### config.mk
export PLATFORM = sky130hd
export DESIGN_NAME = dwn_control
export DESIGN_NICKNAME = d
export VERILOG_FILES = /design/src/include/dwn_pkg.sv /design/src/hw/dwn_control.sv /design/src/hw/dwn_user_store.sv /design/src/hw/dwn_wiper_step.sv
export SDC_FILE = /design/constraint.sdc
export NUM_CORES = 1
export LEC_CHECK = 0
export BUFFER_PORTS_ARGS = -buffer_cell sky130_fd_sc_hd__buf_4
export CORE_ASPECT_RATIO = 0.5
export CORE_MARGIN = 4
export CORE_UTILIZATION = 37
export CTS_CLUSTER_DIAMETER = 150
export DETAILED_ROUTE_END_ITERATION = 8
export GPL_ROUTABILITY_DRIVEN = 0
export PLACE_DENSITY_LB_ADDON = 0.08
export SLEW_MARGIN = 20
export SYNTH_ARGS = -nofsm -noshare
export SYNTH_HDL_FRONTEND = slang
export SYNTH_SLANG_ARGS = --single-unit
### constraint.sdc
create_clock -name core_clk_in -period 1.9 [get_ports core_clk_in]
set_input_delay 0.19 -clock core_clk_in [delete_from_list [all_inputs] [get_ports core_clk_in]]
set_output_delay 0.19 -clock core_clk_in [all_outputs]
set_load 0.02 [all_outputs]
### src/include/dwn_pkg.sv
/*
 * shared constants for the dual wiper nonvolatile control block:
 * command codes, register select codes, reset values and sizes.
 * assumes the command port is driven by logic synchronous to core_clk_in.
 */
`default_nettype none

package dwn_pkg;

    // ************************************************************
    // sizes
    // ************************************************************
    localparam int unsigned DATA_W     = 8;
    localparam int unsigned USER_BYTES = 14;
    localparam int unsigned SEL_W      = 4;

    // ************************************************************
    // commands
    // ************************************************************
    typedef enum logic [3:0] {
        DWN_CMD_NOP     = 4'h0,
        DWN_CMD_LOAD    = 4'h1,
        DWN_CMD_RESTORE = 4'h2,
        DWN_CMD_SAVE    = 4'h3,
        DWN_CMD_INC     = 4'h4,
        DWN_CMD_DEC     = 4'h5,
        DWN_CMD_SHL     = 4'h6,
        DWN_CMD_SHR     = 4'h7,
        DWN_CMD_USER_WR = 4'h8,
        DWN_CMD_READ    = 4'h9,
        DWN_CMD_PROTECT = 4'ha
    } dwn_cmd_t;

    // ************************************************************
    // read select codes
    // ************************************************************
    localparam logic [1:0] RD_WIPER  = 2'h0;
    localparam logic [1:0] RD_BACKUP = 2'h1;
    localparam logic [1:0] RD_USER   = 2'h2;

    // ************************************************************
    // reset values
    // ************************************************************
    localparam logic [7:0] WIPER_RST  = 8'h80;
    localparam logic [7:0] BACKUP_RST = 8'h80;
    localparam logic [7:0] USER_RST   = 8'h00;

    // ************************************************************
    // timing: cycles for the power-on preset strobe to fire
    // ************************************************************
    localparam int unsigned PRESET_DELAY_NS = 100;
    localparam int unsigned CLK_PERIOD_NS   = 10;
    localparam int unsigned PRESET_CYCLES   =
        (PRESET_DELAY_NS + CLK_PERIOD_NS - 1) / CLK_PERIOD_NS;

endpackage

`default_nettype wire

### src/hw/dwn_control.sv
/*
 * command interpreter for a two-channel 256-position wiper with
 * nonvolatile backups, user bytes and one-way write protection that only reset clears.
 * assumes a deserialised command port synchronous to core_clk_in;
 * the serial framing lives outside this block.
 */
// What this block does
// - two independent wiper registers, each selecting one of 256 positions
// - load command writes any value into the chosen channel's wiper
// - restore copies a channel's backup into its wiper
// - save copies a channel's wiper into its backup
// - at power-on an internal preset strobe loads wipers from backups
// - external preset strobe does the same backup to wiper transfer
// - every wiper, backup and user byte can be read back
// - fourteen general-purpose nonvolatile bytes, writable and readable
// - increment or decrement moves a wiper by exactly one position, holding at the top and bottom ends
// - left or right shift doubles (saturating at full scale) or halves a wiper value
// - once protection is set, nonvolatile contents refuse changes
`default_nettype none
`timescale 1ns/1ps

module dwn_control #(
    parameter int unsigned W          = dwn_pkg::DATA_W,
    parameter int unsigned USER_BYTES = dwn_pkg::USER_BYTES
) (
    // clock and reset
    input  wire logic                  core_clk_in,
    input  wire logic                  rst_n_in,
    // command port
    input  wire logic                  cmd_valid_in,
    input  wire dwn_pkg::dwn_cmd_t     cmd_in,
    input  wire logic                  cmd_ch_in,
    input  wire logic [1:0]            rd_kind_in,
    input  wire logic [dwn_pkg::SEL_W-1:0] cmd_addr_in,
    input  wire logic [W-1:0]          cmd_data_in,
    // preset strobe from outside, active low
    input  wire logic                  preset_n_in,
    // wiper positions
    output logic      [W-1:0]          wiper_setting_ch1_out,
    output logic      [W-1:0]          wiper_setting_ch2_out,
    // read answer
    output logic                       rd_valid_out,
    output logic      [W-1:0]          rd_data_out,
    // status
    output logic                       protected_out,
    output logic                       refused_out,
    output logic                       busy_out
);

    // ************************************************************
    // state
    // ************************************************************
    typedef enum logic [1:0] {
        DWN_ST_POWERUP,
        DWN_ST_IDLE
    } dwn_state_t;

    dwn_state_t   state_ff;
    logic [7:0]   por_cnt_ff;
    logic [W-1:0] wiper_setting_reg_ff [2];
    logic [W-1:0] nv_wiper_backup_ff   [2];
    logic         protect_ff;
    logic         preset_q_ff;
    logic         rd_valid_ff;
    logic [W-1:0] rd_data_ff;
    logic         refused_ff;
    logic         busy_ff;
    logic [W-1:0] step_result;
    logic [W-1:0] user_rd_data;
    logic         preset_fire;
    logic         cmd_take;
    logic         user_wr;
    logic         nv_write_cmd;

    // ************************************************************
    // command decode
    // ************************************************************

    // commands are ignored while the power-on transfer is pending
    assign cmd_take = cmd_valid_in && state_ff == DWN_ST_IDLE;

    // external strobe acts on its falling edge so a held-low pin fires once
    assign preset_fire = (state_ff == DWN_ST_POWERUP &&
                          por_cnt_ff == 8'(dwn_pkg::PRESET_CYCLES))
                         || (preset_q_ff && !preset_n_in
                             && state_ff == DWN_ST_IDLE);

    // true for every command that writes the nonvolatile store (save and user write)
    function automatic logic is_nv_write(input dwn_pkg::dwn_cmd_t c);
        return c == dwn_pkg::DWN_CMD_SAVE || c == dwn_pkg::DWN_CMD_USER_WR;
    endfunction

    assign nv_write_cmd = cmd_take && is_nv_write(cmd_in);
    assign user_wr = nv_write_cmd && !protect_ff
                     && cmd_in == dwn_pkg::DWN_CMD_USER_WR;

    // ************************************************************
    // submodules
    // ************************************************************
    dwn_wiper_step #(
        .W          (W)
    ) u_step (
        .value_in   (wiper_setting_reg_ff[cmd_ch_in]),
        .cmd_in     (cmd_in),
        .result_out (step_result)
    );

    dwn_user_store #(
        .DEPTH       (USER_BYTES),
        .W           (W),
        .AW          (dwn_pkg::SEL_W)
    ) u_user (
        .core_clk_in (core_clk_in),
        .rst_n_in    (rst_n_in),
        .wr_en_in    (user_wr),
        .wr_addr_in  (cmd_addr_in),
        .wr_data_in  (cmd_data_in),
        .rd_addr_in  (cmd_addr_in),
        .rd_data_out (user_rd_data)
    );

    // ************************************************************
    // power-on sequencing
    // ************************************************************

    // short wait after reset so the store settles before the preset
    always_ff @(posedge core_clk_in or negedge rst_n_in) begin
        if (!rst_n_in) begin
            state_ff   <= DWN_ST_POWERUP;
            busy_ff    <= 1'b1;
            por_cnt_ff <= 8'h00;
        end else if (state_ff == DWN_ST_POWERUP) begin
            if (por_cnt_ff == 8'(dwn_pkg::PRESET_CYCLES)) begin
                state_ff <= DWN_ST_IDLE;
                busy_ff  <= 1'b0;
            end else begin
                por_cnt_ff <= por_cnt_ff + 8'h01;
            end
        end
    end

    // previous level of the strobe pin for edge detection
    always_ff @(posedge core_clk_in or negedge rst_n_in) begin
        if (!rst_n_in) begin
            preset_q_ff <= 1'b1;
        end else begin
            preset_q_ff <= preset_n_in;
        end
    end

    // ************************************************************
    // wiper registers
    // ************************************************************

    // preset outranks any wiper command in the same cycle; a save still writes the backup
    genvar gc;
    generate
        for (gc = 0; gc < 2; gc++) begin : g_wiper
            always_ff @(posedge core_clk_in or negedge rst_n_in) begin
                if (!rst_n_in) begin
                    wiper_setting_reg_ff[gc] <= dwn_pkg::WIPER_RST;
                end else if (preset_fire) begin
                    wiper_setting_reg_ff[gc] <= nv_wiper_backup_ff[gc];
                end else if (cmd_take && cmd_ch_in == 1'(gc)) begin
                    unique case (cmd_in)
                        dwn_pkg::DWN_CMD_LOAD: begin
                            wiper_setting_reg_ff[gc] <= cmd_data_in;
                        end
                        dwn_pkg::DWN_CMD_RESTORE: begin
                            wiper_setting_reg_ff[gc] <= nv_wiper_backup_ff[gc];
                        end
                        dwn_pkg::DWN_CMD_INC,
                        dwn_pkg::DWN_CMD_DEC,
                        dwn_pkg::DWN_CMD_SHL,
                        dwn_pkg::DWN_CMD_SHR: begin
                            wiper_setting_reg_ff[gc] <= step_result;
                        end
                        default: begin
                        end
                    endcase
                end
            end

            // backup only changes on an unprotected save
            always_ff @(posedge core_clk_in or negedge rst_n_in) begin
                if (!rst_n_in) begin
                    nv_wiper_backup_ff[gc] <= dwn_pkg::BACKUP_RST;
                end else if (cmd_take && cmd_ch_in == 1'(gc)
                             && cmd_in == dwn_pkg::DWN_CMD_SAVE
                             && !protect_ff) begin
                    nv_wiper_backup_ff[gc] <= wiper_setting_reg_ff[gc];
                end
            end
        end
    endgenerate

    // ************************************************************
    // protection
    // ************************************************************

    // one-way latch: only reset clears it, standing in for a fuse
    always_ff @(posedge core_clk_in or negedge rst_n_in) begin
        if (!rst_n_in) begin
            protect_ff <= 1'b0;
        end else if (cmd_take && cmd_in == dwn_pkg::DWN_CMD_PROTECT) begin
            protect_ff <= 1'b1;
        end
    end

    // refused pulses for one cycle after a blocked write
    always_ff @(posedge core_clk_in or negedge rst_n_in) begin
        if (!rst_n_in) begin
            refused_ff <= 1'b0;
        end else begin
            refused_ff <= nv_write_cmd && protect_ff;
        end
    end

    // ************************************************************
    // readback
    // ************************************************************

    // answer one cycle after the read command
    always_ff @(posedge core_clk_in or negedge rst_n_in) begin
        if (!rst_n_in) begin
            rd_valid_ff <= 1'b0;
            rd_data_ff  <= '0;
        end else begin
            rd_valid_ff <= cmd_take && cmd_in == dwn_pkg::DWN_CMD_READ;
            if (cmd_take && cmd_in == dwn_pkg::DWN_CMD_READ) begin
                unique case (rd_kind_in)
                    dwn_pkg::RD_WIPER: begin
                        rd_data_ff <= wiper_setting_reg_ff[cmd_ch_in];
                    end
                    dwn_pkg::RD_BACKUP: begin
                        rd_data_ff <= nv_wiper_backup_ff[cmd_ch_in];
                    end
                    dwn_pkg::RD_USER: begin
                        rd_data_ff <= user_rd_data;
                    end
                    default: begin
                        rd_data_ff <= '0;
                    end
                endcase
            end
        end
    end

    // ************************************************************
    // outputs, all straight from flops
    // ************************************************************
    assign wiper_setting_ch1_out = wiper_setting_reg_ff[0];
    assign wiper_setting_ch2_out = wiper_setting_reg_ff[1];
    assign rd_valid_out          = rd_valid_ff;
    assign rd_data_out           = rd_data_ff;
    assign protected_out         = protect_ff;
    assign refused_out           = refused_ff;
    assign busy_out              = busy_ff;

endmodule

`default_nettype wire

### src/hw/dwn_user_store.sv
/*
 * general-purpose nonvolatile byte array with write and read ports.
 * assumes writes are already qualified by the write-protect state.
 */
`default_nettype none
`timescale 1ns/1ps

module dwn_user_store #(
    parameter int unsigned DEPTH = 14,
    parameter int unsigned W     = 8,
    parameter int unsigned AW    = 4
) (
    // clock and reset
    input  wire logic          core_clk_in,
    input  wire logic          rst_n_in,
    // write port
    input  wire logic          wr_en_in,
    input  wire logic [AW-1:0] wr_addr_in,
    input  wire logic [W-1:0]  wr_data_in,
    // read port
    input  wire logic [AW-1:0] rd_addr_in,
    output logic      [W-1:0]  rd_data_out
);

    // ************************************************************
    // storage
    // ************************************************************
    logic [W-1:0] mem_ff [DEPTH];

    // one flop per byte so reset gives a known blank store
    genvar gi;
    generate
        for (gi = 0; gi < DEPTH; gi++) begin : g_byte
            always_ff @(posedge core_clk_in or negedge rst_n_in) begin
                if (!rst_n_in) begin
                    mem_ff[gi] <= dwn_pkg::USER_RST;
                end else if (wr_en_in && wr_addr_in == AW'(gi)) begin
                    mem_ff[gi] <= wr_data_in;
                end
            end
        end
    endgenerate

    // out-of-range addresses read as zero
    always_comb begin
        rd_data_out = '0;
        if (rd_addr_in < AW'(DEPTH)) begin
            rd_data_out = mem_ff[rd_addr_in];
        end
    end

endmodule

`default_nettype wire

### src/hw/dwn_wiper_step.sv
/*
 * combinational step and shift of one wiper value, saturating at the ends.
 * assumes the caller picks the command and registers the result.
 */
`default_nettype none
`timescale 1ns/1ps

module dwn_wiper_step #(
    parameter int unsigned W = 8
) (
    // operands
    input  wire logic [W-1:0] value_in,
    input  wire dwn_pkg::dwn_cmd_t cmd_in,
    // result
    output logic      [W-1:0] result_out
);

    // ************************************************************
    // step logic
    // ************************************************************

    // saturate instead of wrapping so a runaway host cannot jump ends
    always_comb begin
        result_out = value_in;
        unique case (cmd_in)
            dwn_pkg::DWN_CMD_INC: begin
                if (value_in != {W{1'b1}}) begin
                    result_out = value_in + {{(W-1){1'b0}}, 1'b1};
                end
            end
            dwn_pkg::DWN_CMD_DEC: begin
                if (value_in != {W{1'b0}}) begin
                    result_out = value_in - {{(W-1){1'b0}}, 1'b1};
                end
            end
            dwn_pkg::DWN_CMD_SHL: begin
                // doubling; top bit set means it would overflow
                if (value_in[W-1]) begin
                    result_out = {W{1'b1}};
                end else begin
                    result_out = {value_in[W-2:0], 1'b0};
                end
            end
            dwn_pkg::DWN_CMD_SHR: begin
                result_out = {1'b0, value_in[W-1:1]};
            end
            default: begin
                result_out = value_in;
            end
        endcase
    end

endmodule

`default_nettype wire

* After elaboration in Yosys (flattened, before gate mapping)
Index checks and enable logic that the tools add are counted.
** Operators by class
- Add/sub/neg operators :: 3
- Magnitude comparators :: 3
- Equality and inequality tests :: 27
- Mux-type cells :: 21
- Bitwise gates (word level) :: 4
- Reduce and logical (&&, ||, !) cells :: 46
** Operators with widths (count)
- $mux W8 :: 16
- $pmux W8 S3 :: 3
- $eq A4 B4 Y1 const B :: 9
- $bmux W8 S4 :: 1
- $eq A4 B3 Y1 const B :: 8
- $pmux W8 S4 :: 1
- $logic_and A1 B1 Y1 :: 30
- $add A8 B1 Y8 const B :: 2
- $eq A4 B2 Y1 const B :: 4
- $eq A4 B1 Y1 const B :: 2
- $eq A8 B4 Y1 const B :: 1
- $ne A8 B8 Y1 const B :: 1
- $reduce_and A2 Y1 :: 4
- $reduce_bool A8 Y1 :: 1
- $sub A8 B1 Y8 const B :: 1
- $ge A5 B5 Y1 const B :: 1
- $not A4 Y5 :: 1
- $logic_not A2 Y1 :: 2
- $logic_not A4 Y1 :: 1
- $lt A4 B4 Y1 const B :: 1
- $reduce_bool A2 Y1 :: 2
- $reduce_bool A4 Y1 :: 1
- $reduce_or A4 Y1 :: 1
- $eq A2 B1 Y1 const B :: 1
- other kinds (6) :: 9
** Storage, ports and cells
- Bits in registers :: 166
- Input bits :: 23
- Output and inout bits :: 28
- Word-level logic and storage cells :: 130

* Depth between registers and ports, before layout
Gate-level depths: netlist of the first run.
- Depth after elaboration :: 10
- Depth in mapped cells :: 11
- Gate-level depth less buffers :: 9

* By module
Synthesis of the first run repeated with hierarchy kept, for this count alone.
** Unflattened totals
- Cell total of the unflattened synthesis :: 708
- Area total of the unflattened synthesis :: 8797.2 µm²
** Modules (own cells, without submodules)
- dwn_user_store :: instances 1, cells each 373, area an instance 5206.2 µm²
- dwn_control :: instances 1, cells each 227, area an instance 2892.8 µm²
- dwn_wiper_step :: instances 1, cells each 108, area an instance 698.2 µm²

* Worst setup path after synthesis of the first run
Ideal clock, no wire load.
- Path type :: register -> register
- Start point :: register wiper_setting_reg_ff, in the netlist wiper_setting_ch2_out[0]
- End point :: register wiper_setting_reg_ff, in the netlist wiper_setting_ch1_out[0]
- Setup time :: 0.136 ns
- Data arrival time :: 2.134 ns
- Setup slack :: -0.370 ns
- Stages on the path, launching flop included :: 10
- Clock period less this slack :: 2.270 ns
- Cell sequence :: dfrtp_1 mux2i_1 inv_1 ha_1 nand4b_1 a221oi_2 xnor2_1 nor2_1 o32ai_1 a21oi_1
** On the way
- Cells in the longest elaborated chain, start to end :: 9
- Elaborated cells between the ends (all ways) :: 13
- Those cells by class :: 2 x add/sub; 1 x eq/ne; 9 x mux; 1 x reduce/logical
** Ends and longest elaborated chain
- start: declaration :: RTL line dwn_control.sv:60 : logic [W-1:0] wiper_setting_reg_ff [2];
- start signal: indexed assignment :: RTL line dwn_control.sv:161 : wiper_setting_reg_ff[gc] <= dwn_pkg::WIPER_RST;
- start signal: indexed assignment :: RTL line dwn_control.sv:163 : wiper_setting_reg_ff[gc] <= nv_wiper_backup_ff[gc];
- start signal: indexed assignment :: RTL line dwn_control.sv:167 : wiper_setting_reg_ff[gc] <= cmd_data_in;
- $mux W8 (not written as such) * (3 in a row) :: RTL line dwn_control.sv:103 : .value_in (wiper_setting_reg_ff[cmd_ch_in]),
- $sub A8 B1 Y8, or another cell as far along :: RTL line dwn_wiper_step.sv:33 : result_out = value_in - {{(W-1){1'b0}}, 1'b1};
- $mux W8, on equally long branches :: RTL line dwn_wiper_step.sv:32, dwn_wiper_step.sv:27
- $pmux W8 S4 * :: RTL line dwn_wiper_step.sv:25 : unique case (cmd_in)
- $pmux W8 S3 * :: RTL line dwn_control.sv:165 : unique case (cmd_in)
- $mux W8 * :: RTL line dwn_control.sv:164 : end else if (cmd_take && cmd_ch_in == 1'(gc)) begin
- $mux W8 * :: RTL line dwn_control.sv:162 : end else if (preset_fire) begin
Every way passes the cells marked *; elsewhere a longest branch is shown, timed or not. The select of a mux whose other input is x is not followed.
A chain may end at the register's enable or synchronous reset.

* Worst setup path in the final report of the first run
- Start point :: register wiper_setting_reg_ff, in the netlist wiper_setting_ch2_out[1]
- End point :: register wiper_setting_reg_ff, in the netlist wiper_setting_ch1_out[3]
The elaborated chain is that of the path after synthesis.

==> results of run 1 <==
[power breakdown]
group | switching (mW) | internal, mW | leakage (nW) | total [mW]
sequential | 0.151 | 3.72 | 2.24 | 3.87
clock | 1.53 | 1.85 | 0.276 | 3.38
combinational | 0.930 | 0.833 | 2.85 | 1.76
[placed cells by master (no fill, tap or decap), drive strengths merged, types with 3 or more instances in the layout]
cell / n
nor2: 45
a21oi: 34
dfstp: 6
o211ai: 3
xnor2: 14
nand3b: 3
clkinv: 6
nor4b: 3
or3: 3
ha: 5
nand3: 13
mux2: 134
inv: 10
dfrtp: 160
nand4: 6
a22oi: 6
o21ai: 33
nand2b: 6
nand4b: 5
a21boi: 4
buf: 202
a221oi: 6
nand2: 33
o22ai: 9
mux2i: 28
xor2: 3
a221o: 6
nor2b: 5
nor3b: 4
nor3: 14
mux4: 25
a2111oi: 4
o311ai: 3
and3b: 3
o31ai: 3
clkbuf: 19
[timing repair]
action,CTS,global route
pin swaps,13,23
setup buffers,13,5
hold buffers,2,0
gates resized for setup,83,47
endpoints found under the setup margin,136,139
endpoints found under the hold margin,46,0
[worst min-delay path by stage]
stage / startpoint / end / slack, ns / cells past startpoint
6_report: cmd_in[1] / refused_out / 0.09 / 3
5_1_grt: cmd_in[1] / refused_out / 0.09 / 3
4_1_cts: cmd_in[1] / refused_out / 0.06 / 3
3_5_place_dp: rst_n_in / por_cnt_ff[7] / 0.13 / 1
3_3_place_gp: rst_n_in / por_cnt_ff[7] / 0.12 / 1
2_1_floorplan: rst_n_in / nv_wiper_backup_ff[0] / -0.11 / 0
[logic make-up (layout without fill, tap and decap cells)]
group / Yosys count / in the layout / synth area share [%]
flip-flops: 166 / 166 / 48.3
multiplexers: 187 / 187 / 27.4
AO/OA/AOI/OAI: 125 / 125 / 9.60
adder cells (fa/ha/maj): 5 / 5 / 0.726
AND/OR/NAND/NOR: 152 / 152 / 9.66
XOR/XNOR: 17 / 17 / 1.73
buffers and inverters: 50 / 242 / 2.60
[metal layers]
metal | track usage, % | part of all wire, % | up-vias
li1 | - | - | 2997
met1 | 27.6 | 48 | 3288
met2 | 32.7 | 47 | 118
met3 | 4.76 | 3.9 | 29
met4 | 5.66 | 1.8 | 0
met5 | 0 | 0 | -
[stage by stage]
stage / worst slack [ns] / setup TNS (ns) / instance area [sq um]
after CTS: -0.140 / -6.82 / 11500
after detailed placement: -0.309 / -23.70 / 10400
after floorplan: -0.140 / -2.03 / 8700
after global routing: -0.211 / -15.81 / 11700
final: -0.108 / -4.91 / 11700
after global placement: -0.251 / -21.86 / 10400
[flip-flops by register name, indices dropped and copies added (netlist names)]
signal / count
rd_data_out: 8
por_cnt_ff: 8
wiper_setting_ch2_out: 8
protected_out: 1
preset_q_ff: 1
busy_out: 1
wiper_setting_ch1_out: 8
u_user.mem_ff: 112
nv_wiper_backup_ff: 16
rd_valid_out: 1
refused_out: 1
state_ff: 1
[worst register-to-register path: cells and delay by family (launching register included)]
family                     cells  cell delay, ns
AOI/OAI and AO/OA              4            0.59
DFF                            1            0.38
adders and majority gates      1            0.14
xor gates and xnor gates       1            0.15
and+or+nand+nor                1            0.14
muxes                          1            0.08
buffers and inverters          3            0.43
[area by class of cell]
cell class | count | area [sq um] | share of cell area (%)
Inverter | 6 | 22.5 | 0.193
Clock inverter | 13 | 120 | 1.03
Timing Repair Buffer | 204 | 1770 | 15.2
Clock buffer | 19 | 443 | 3.79
Tap cell | 307 | 384 | 3.29
Sequential cell | 166 | 4170 | 35.6
Multi-Input combinational cell | 486 | 4780 | 40.9
==> reports/qor.yml, run 1 <==
cp_cell_sequence: "mux2i_4, inv_2, ha_4, nand4b_1, a221oi_2, buf_4, a21oi_4, xnor2_2, a21oi_2, buf_4, o21ai_2"
placedCellCount: 1149
numClockSinks: 166
finalHoldViolations: 0
synth_area_leaders: "dfrtp_1 46%, mux2_2 18%, mux4_2 6.5%"
max_freq_mhz: 498
setup_viol: 90
p_per_area_mw_per_mm2: 771
tritoncts: "done"
whs_ns: 0.0871
portBuffers: 50
grt_pass1_vias: 6849
firstDrtPassIters: 5
arrival_ns: 2.32
cp_top_family: "compound AO/OA/AOI/OAI gates"
track_usage_pct: 20.2
synthFlopType: "dfrtp_1"
fin_skew_ns: 0.0147
fp.dieW_um: 224
drv_slew: 0
period_needed_ns: 2.01
crit_fanout: 4
async_flop_share_pct: 100
layout-drive-gt1-share_pct: 52.8
mappedNetlistNets: 730
path_clk_slew_ns: 0.06
crit_start: "wiper_setting_ch2_out[1]"
cp_common_cell: "buf_4"
clk_latency_ns: 0.45
r2r_setup_slack_ns: -0.11
crit_type: "reg -> reg"
reg2reg_depth: 11
worst_pin_slew_ns: 1.11
avgSynthCellArea_sq_um: 12.3
status: "finished with violations"
worst-path-stages: 11
clockRootBuffer: "clkbuf_16"
yosys.area.top_type: "dfrtp_1"
maxSlewHeadroom_pct: 25.6
core_area_sq_mm: 0.0228
max_stage_delay_ns: 0.38
row_count: 39
drt-initial-drc-count: 319
syn2layout_area_growth_pct: 35.8
r2r-end: "wiper_setting_ch1_out[3]"
syn_area_sq_mm: 0.00861
antenna_left: 0
critical_path.endpoint: "wiper_setting_ch1_out[3]"
synth_top_area_share_pct: 46.5
fin_crit_sh_pct: 106
num-nets-final: 909
grt_max_degree: 55
die_area_sq_mm: 0.0259
cp.required_ns: 2.22
yosys-top-cells-count: "160 x dfrtp_1, 134 x mux2_2, 38 x nor2_1"
n_antenna_cell: 0
synth_edf_count: 0
yosysSeqAreaShare_pct: 48.3
drc: 0
synth.most_common_cell: "dfrtp_1"
worst_ir_drop_vdd_uv: 561
grt_pass1_wl_um: 39900
cpMaxStageDelayCell: "dfrtp_2"
startpoint_type: "flip-flop"
htreeDepth: 4
ys_warn_count: 0
synth_cell_types: 65
synth-seq-cells: 166
utilization_pct: 51.2
io-pin-count: 51
min_path_type: "in -> reg"
synthCells: 702
die_h_um: 116
overflow: 0
vias_per_cell: 5.36
reg2reg_from: "wiper_setting_ch2_out[1]"
violations: "setup timing"
dpl.hpwl_um: 18100
fin_ws_ns: -0.108
vias: 6432
maxCapViolCount: 0
routed_wl_um: 25300
n_fill_cell: 2004
initial_core_util_pct: 37.7
rsz0062_at_grt: "yes"
cts_buffers: 17
p_leak_nw: 5.37
cp-end-kind: "flip-flop"
cts_buffer_depth: 2
finalNonFillerCells: 1201
antenna_found_initial: 0
wl_per_cell_um: 21.1
p_total_mw: 9.02
cp_num_buf_inv: 3
Power figures use the tool's default switching activity.
==> run 2, diff against run 1 <==
==> constraint.sdc (replaced) <==
create_clock -name core_clk_in -period 1.9 [get_ports core_clk_in]
set_input_delay 0.095 -clock core_clk_in [delete_from_list [all_inputs] [get_ports core_clk_in]]
set_output_delay 0.095 -clock core_clk_in [all_outputs]
set_load 0.02 [all_outputs]
==> run 2 against run 1 <==
Compared with the run above: the run still ends with setup timing left; clock power grew 5%; core utilization shrank 0.53 points; via count shrank 1.2%; combinational power shrank 5%; worst hold slack lost 0.027 ns; critical path depth shrank 1; flip-flop and latch count is the same; cell area shrank 1.0%; critical path type unchanged; largest cell class unchanged; highest routed layer unchanged.
==> reports/qor.yml, run 2 (same netlist as run 1, synthesis figures left out) <==
n_fill_cell: 2007
numClockSinks: 166
die_area_sq_mm: 0.0259
arrival_ns: 2.40
cts_buffer_depth: 2
initial_core_util_pct: 37.7
hold_path_end: "u_user.mem_ff[64]"
layout-drive-gt1-share_pct: 52.4
p_leak_nw: 5.30
utilization_pct: 50.7
row_count: 39
min_path_cells: 2
fp.dieW_um: 224
core_area_sq_mm: 0.0228
finalHoldViolations: 0
min_path_type: "in -> reg"
io-pin-count: 51
routed_wl_um: 24200
grt_pass1_wl_um: 38100
maxSlewHeadroom_pct: 30.3
placed_area_sq_mm: 0.0102
max_stage_delay_ns: 0.41
cp-end-kind: "flip-flop"
path_clk_slew_ns: 0.07
vias_per_cell: 5.37
cts_buffers: 17
num-nets-final: 891
swShare_pct: 28.6
clockRootBuffer: "clkbuf_16"
r2r_setup_slack_ns: -0.14
cp.required_ns: 2.26
drc: 0
p_int_mw: 6.48
worst_pin_slew_ns: 1.04
fin_skew_ns: 0.00651
wl_per_cell_um: 20.5
dpl.hpwl_um: 17400
die_h_um: 116
antenna_found_initial: 0
maxCapViolCount: 0
drt-initial-drc-count: 438
period_needed_ns: 2.04
tritoncts: "done"
overflow: 0
setup_viol: 73
reg2reg_from: "wiper_setting_ch2_out[0]"
portBuffers: 50
crit_type: "reg -> reg"
design_area_sq_mm: 0.0116
drv_slew: 0
htreeDepth: 4
fin_crit_sh_pct: 108
rsz0062_at_grt: "yes"
top_register: "u_user.mem_ff"
cp_cell_sequence: "mux2i_2, inv_2, ha_4, nand4b_1, a221oi_2, buf_4, nor3b_4, xnor2_1, o211a_1, a21oi_2"
firstDrtPassIters: 4
antenna_left: 0
p_per_area_mw_per_mm2: 784
fin_ws_ns: -0.143
grt_pass1_vias: 6533
worstHoldStart: "cmd_data_in[0]"
startpoint_type: "flip-flop"
track_usage_pct: 19.1
reg2reg_depth: 10
largest_register_ffs: 112
reg_top3: "u_user.mem_ff x112, nv_wiper_backup_ff x16"
max_freq_mhz: 490
p_sw_mw: 2.60
n_antenna_cell: 0
crit_start: "wiper_setting_ch2_out[0]"
seq_power_share_pct: 42.4
grt_max_degree: 59
vias: 6355
p_comb_share_pct: 18.5
crit_fanout: 5
mostFrequentLayoutCells: "156 x buf_4, 156 x dfrtp_1, 69 x mux2_2, 65 x mux2_4, 35 x nor2_1"
syn2layout_area_growth_pct: 34.4
violations: "setup timing"
status: "finished with violations"
p_clk_share_pct: 39.1
worst_ir_drop_vdd_uv: 724
r2r-end: "wiper_setting_ch2_out[5]"
cpMaxStageDelayCell: "dfrtp_2"
clk_latency_ns: 0.44
[run 2: worst max-delay path, delay by kind of cell (launching register included)]
| kind | cells | cell delay, ns |
|---|---|---|
| AO/OA/AOI/OAI | 3 | 0.49 |
| XOR/XNOR | 1 | 0.08 |
| adder cells (fa/ha/maj) | 1 | 0.17 |
| buffers and inverters | 2 | 0.26 |
| flip-flops | 1 | 0.41 |
| multiplexers | 1 | 0.18 |
| AND/OR/NAND/NOR | 2 | 0.35 |
[run 2: area by class of cell]
class / instances / area, sq um / share of cell area (%)
flip-flops and latches: 166 / 4170 / 36.0
repair buffers: 186 / 1560 / 13.4
clock buffers: 18 / 439 / 3.80
multi-input cells: 486 / 4850 / 42.0
inverters: 6 / 22.5 / 0.195
clock inverters: 14 / 149 / 1.29
well taps: 307 / 384 / 3.32
[run 2: routing by layer]
metal | vias to the layer above | GRT usage (%) | part of all wire, %
li1 | 2958 | - | -
met1 | 3254 | 26.2 | 49
met2 | 113 | 30.9 | 46
met3 | 30 | 4.18 | 3.5
met4 | 0 | 5.70 | 1.9
met5 | - | 0 | 0
[run 2: worst max path at each step]
stage                               end
2_1_floorplan  wiper_setting_ch2_out[5]
3_3_place_gp   wiper_setting_ch2_out[5]
3_5_place_dp   wiper_setting_ch2_out[5]
4_1_cts        wiper_setting_ch1_out[0]
6_report       wiper_setting_ch2_out[5]
5_1_grt        wiper_setting_ch1_out[0]
[run 2: stage by stage]
| step | TNS [ns] | total power [mW] | hold slack [ns] | setup slack (ns) | std cells |
|---|---|---|---|---|---|
| 6_report | -2.56 | 9.07 | 0.0603 | -0.143 | 1183 |
| 3_3_place_gp | -12.02 | 5.42 | 0.00863 | -0.180 | 1139 |
| 5_1_grt | -12.98 | 9.44 | 0.0549 | -0.271 | 1183 |
| 4_1_cts | -3.23 | 9.07 | 0.00106 | -0.137 | 1181 |
| 3_5_place_dp | -12.00 | 5.43 | 0.0155 | -0.262 | 1139 |
| 2_1_floorplan | -1.35 | 4.68 | -0.201 | -0.161 | 702 |
[run 2: timing repair]
item | 4_1_cts | 5_1_grt
setup endpoints to repair | 129 | 141
gates resized for setup | 91 | 78
endpoints found under the hold margin | 169 | 1
pin swaps | 12 | 21
setup buffers | 8 | 2
hold buffers | 4 | 1
[run 2: power groups by stage]
stage                     logic (mW)  clock network [mW]  registers (mW)
after floorplan                0.685                   0            3.99
after global placement          1.51                   0            3.91
after detailed placement        1.52                   0            3.91
after CTS                       1.60                3.62            3.84
after global routing            1.80                3.77            3.87
final                           1.68                3.55            3.85
==> run 3, diff against run 2 <==
--- a/config.mk
+++ b/config.mk
@@ -8,7 +8,7 @@
 export BUFFER_PORTS_ARGS = -buffer_cell sky130_fd_sc_hd__buf_4
 export CORE_ASPECT_RATIO = 0.5
 export CORE_MARGIN = 4
-export CORE_UTILIZATION = 37
+export CORE_UTILIZATION = 55
 export CTS_CLUSTER_DIAMETER = 150
 export DETAILED_ROUTE_END_ITERATION = 8
 export GPL_ROUTABILITY_DRIVEN = 0
==> run 3 against run 2 <==
Compared with the run above: the flow still finishes with violations (setup timing); core utilization is 23 points higher; sequential share of layout area is 0.87 points higher; count of clock-buffer cells in the layout stayed put; clock skew is 0.0095 ns higher; largest cell class unchanged; largest power group unchanged.
==> reports/qor.yml, run 3 (same netlist as run 1, synthesis figures left out) <==
crit_start: "wiper_setting_ch1_out[1]"
antenna_left: 0
worst_ir_drop_vdd_uv: 663
utilization_pct: 73.5
overflow: 0
portBuffers: 50
vias_per_cell: 6.26
cts_buffer_depth: 2
met3_length_um: 1580
maxCapViolCount: 0
vias: 6694
final.setup.tns_ns: -9.29
maxSlewHeadroom_pct: 51.3
rsz0062_at_grt: "yes"
placedCellCount: 1020
p_sw_mw: 2.63
htreeDepth: 4
dpl.hpwl_um: 15500
crit_type: "reg -> reg"
r2r_setup_slack_ns: -0.25
placed_area_sq_mm: 0.00999
wl_met1_um: 10300
firstDrtPassIters: 5
layout-drive-gt1-share_pct: 50.4
status: "finished with violations"
grt_pass1_wl_um: 36400
finalNonFillerCells: 1069
num-nets-final: 881
violations: "setup timing"
fp.dieW_um: 185
routed_wl_um: 23800
met2_length_um: 11200
reg2reg_depth: 10
initial_core_util_pct: 56.0
wl_per_cell_um: 22.3
reg2reg_from: "wiper_setting_ch1_out[1]"
top_layer: "met4"
fin_crit_sh_pct: 113
final_common_cell: "dfrtp_1"
min_path_type: "in -> reg"
die_area_sq_mm: 0.0178
numClockSinks: 166
startpoint_type: "flip-flop"
mostFrequentLayoutCells: "156 x dfrtp_1, 152 x buf_4, 69 x mux2_2, 65 x mux2_4, 35 x nor2_1"
drt-initial-drc-count: 770
seq_power_share_pct: 42.7
drc: 0
critical_path.endpoint: "wiper_setting_ch2_out[0]"
syn2layout_area_growth_pct: 31.2
swShare_pct: 29.2
crit_fanout: 3
drv_slew: 0
cp.required_ns: 2.21
antenna_found_initial: 0
period_needed_ns: 2.15
p_int_mw: 6.37
core_area_sq_mm: 0.0154
largest_register_ffs: 112
n_antenna_cell: 0
p_comb_share_pct: 18.9
tritoncts: "done"
io-pin-count: 51
cts_buffers: 17
clk_latency_ns: 0.43
worst_pin_slew_ns: 0.727
grt_max_degree: 63
path_clk_slew_ns: 0.07
row_count: 32
p_clk_share_pct: 38.4
grt_pass1_vias: 6669
die_h_um: 96.5
reg_top3: "u_user.mem_ff x112, nv_wiper_backup_ff x16"
max_freq_mhz: 465
p_per_area_mw_per_mm2: 797
design_area_sq_mm: 0.0113
r2r-end: "wiper_setting_ch2_out[0]"
top_register: "u_user.mem_ff"
p_leak_nw: 5.26
cp-end-kind: "flip-flop"
clockRootBuffer: "clkbuf_16"
fin_skew_ns: 0.0160
setup_viol: 112
fin_ws_ns: -0.252
arrival_ns: 2.46
finalHoldViolations: 0
track_usage_pct: 26.6
==> run 3: metrics by stage <==
stage	hold WS, ns	worst slack (ns)	total power, mW
floorplan	-0.201	-0.161	4.68
global placement	-0.00408	-0.126	5.40
detailed placement	-0.00697	-0.186	5.41
CTS	0.00664	-0.162	8.93
global route	0.0491	-0.342	9.33
finish	0.0243	-0.252	9.00
==> run 3: power by group through the flow <==
stage	clock network (mW)	registers [mW]	logic, mW
floorplan	0	3.99	0.685
global placement	0	3.90	1.50
detailed placement	0	3.91	1.51
CTS	3.48	3.84	1.61
global route	3.66	3.86	1.81
finish	3.46	3.85	1.70
==> run 3: layer usage <==
| metal | global-route usage (%) | vias to the layer above |
|---|---|---|
| li1 | - | 2931 |
| met1 | 35.6 | 3417 |
| met2 | 43.5 | 270 |
| met4 | 9.46 | 0 |
| met3 | 6.10 | 76 |
| met5 | 0 | - |
==> run 3: how the worst min path moves through the flow <==
stage | endpoint | from | cells after the start
after CTS | rd_valid_out | cmd_in[3] | 3
after floorplan | nv_wiper_backup_ff[0] | rst_n_in | 0
after global placement | por_cnt_ff[7] | rst_n_in | 1
after global routing | rd_valid_out | cmd_in[3] | 3
after detailed placement | por_cnt_ff[7] | rst_n_in | 1
final | rd_valid_out | cmd_in[3] | 3
==> run 3: cell type report <==
cell class                 instances  area, sq um
clock buffer                      18          439
tap                              204          255
fill                            1025         4080
sequential                       166         4170
multi-input combinational        486         4780
timing repair buffer             176         1500
inverter                           6         22.5
clock inverter                    13          136
==> run 3: timing repair <==
item | in CTS | in global routing
endpoints found under the setup margin | 124 | 130
buffers inserted | 14 | 4
pin swaps | 21 | 24
endpoints found under the hold margin | 168 | 0
gates resized for setup | 67 | 76
hold buffers | 3 | 0
==> run 3: worst max-delay path, cell delays in order, from the launching register on <==
cell	delay, ns
dfrtp_2	0.37
mux2i_2	0.07
inv_1	0.09
ha_2	0.19
nand4_1	0.16
a221oi_4	0.40
buf_6	0.16
xnor2_2	0.11
nor2_2	0.06
o32ai_2	0.30
a21oi_1	0.12
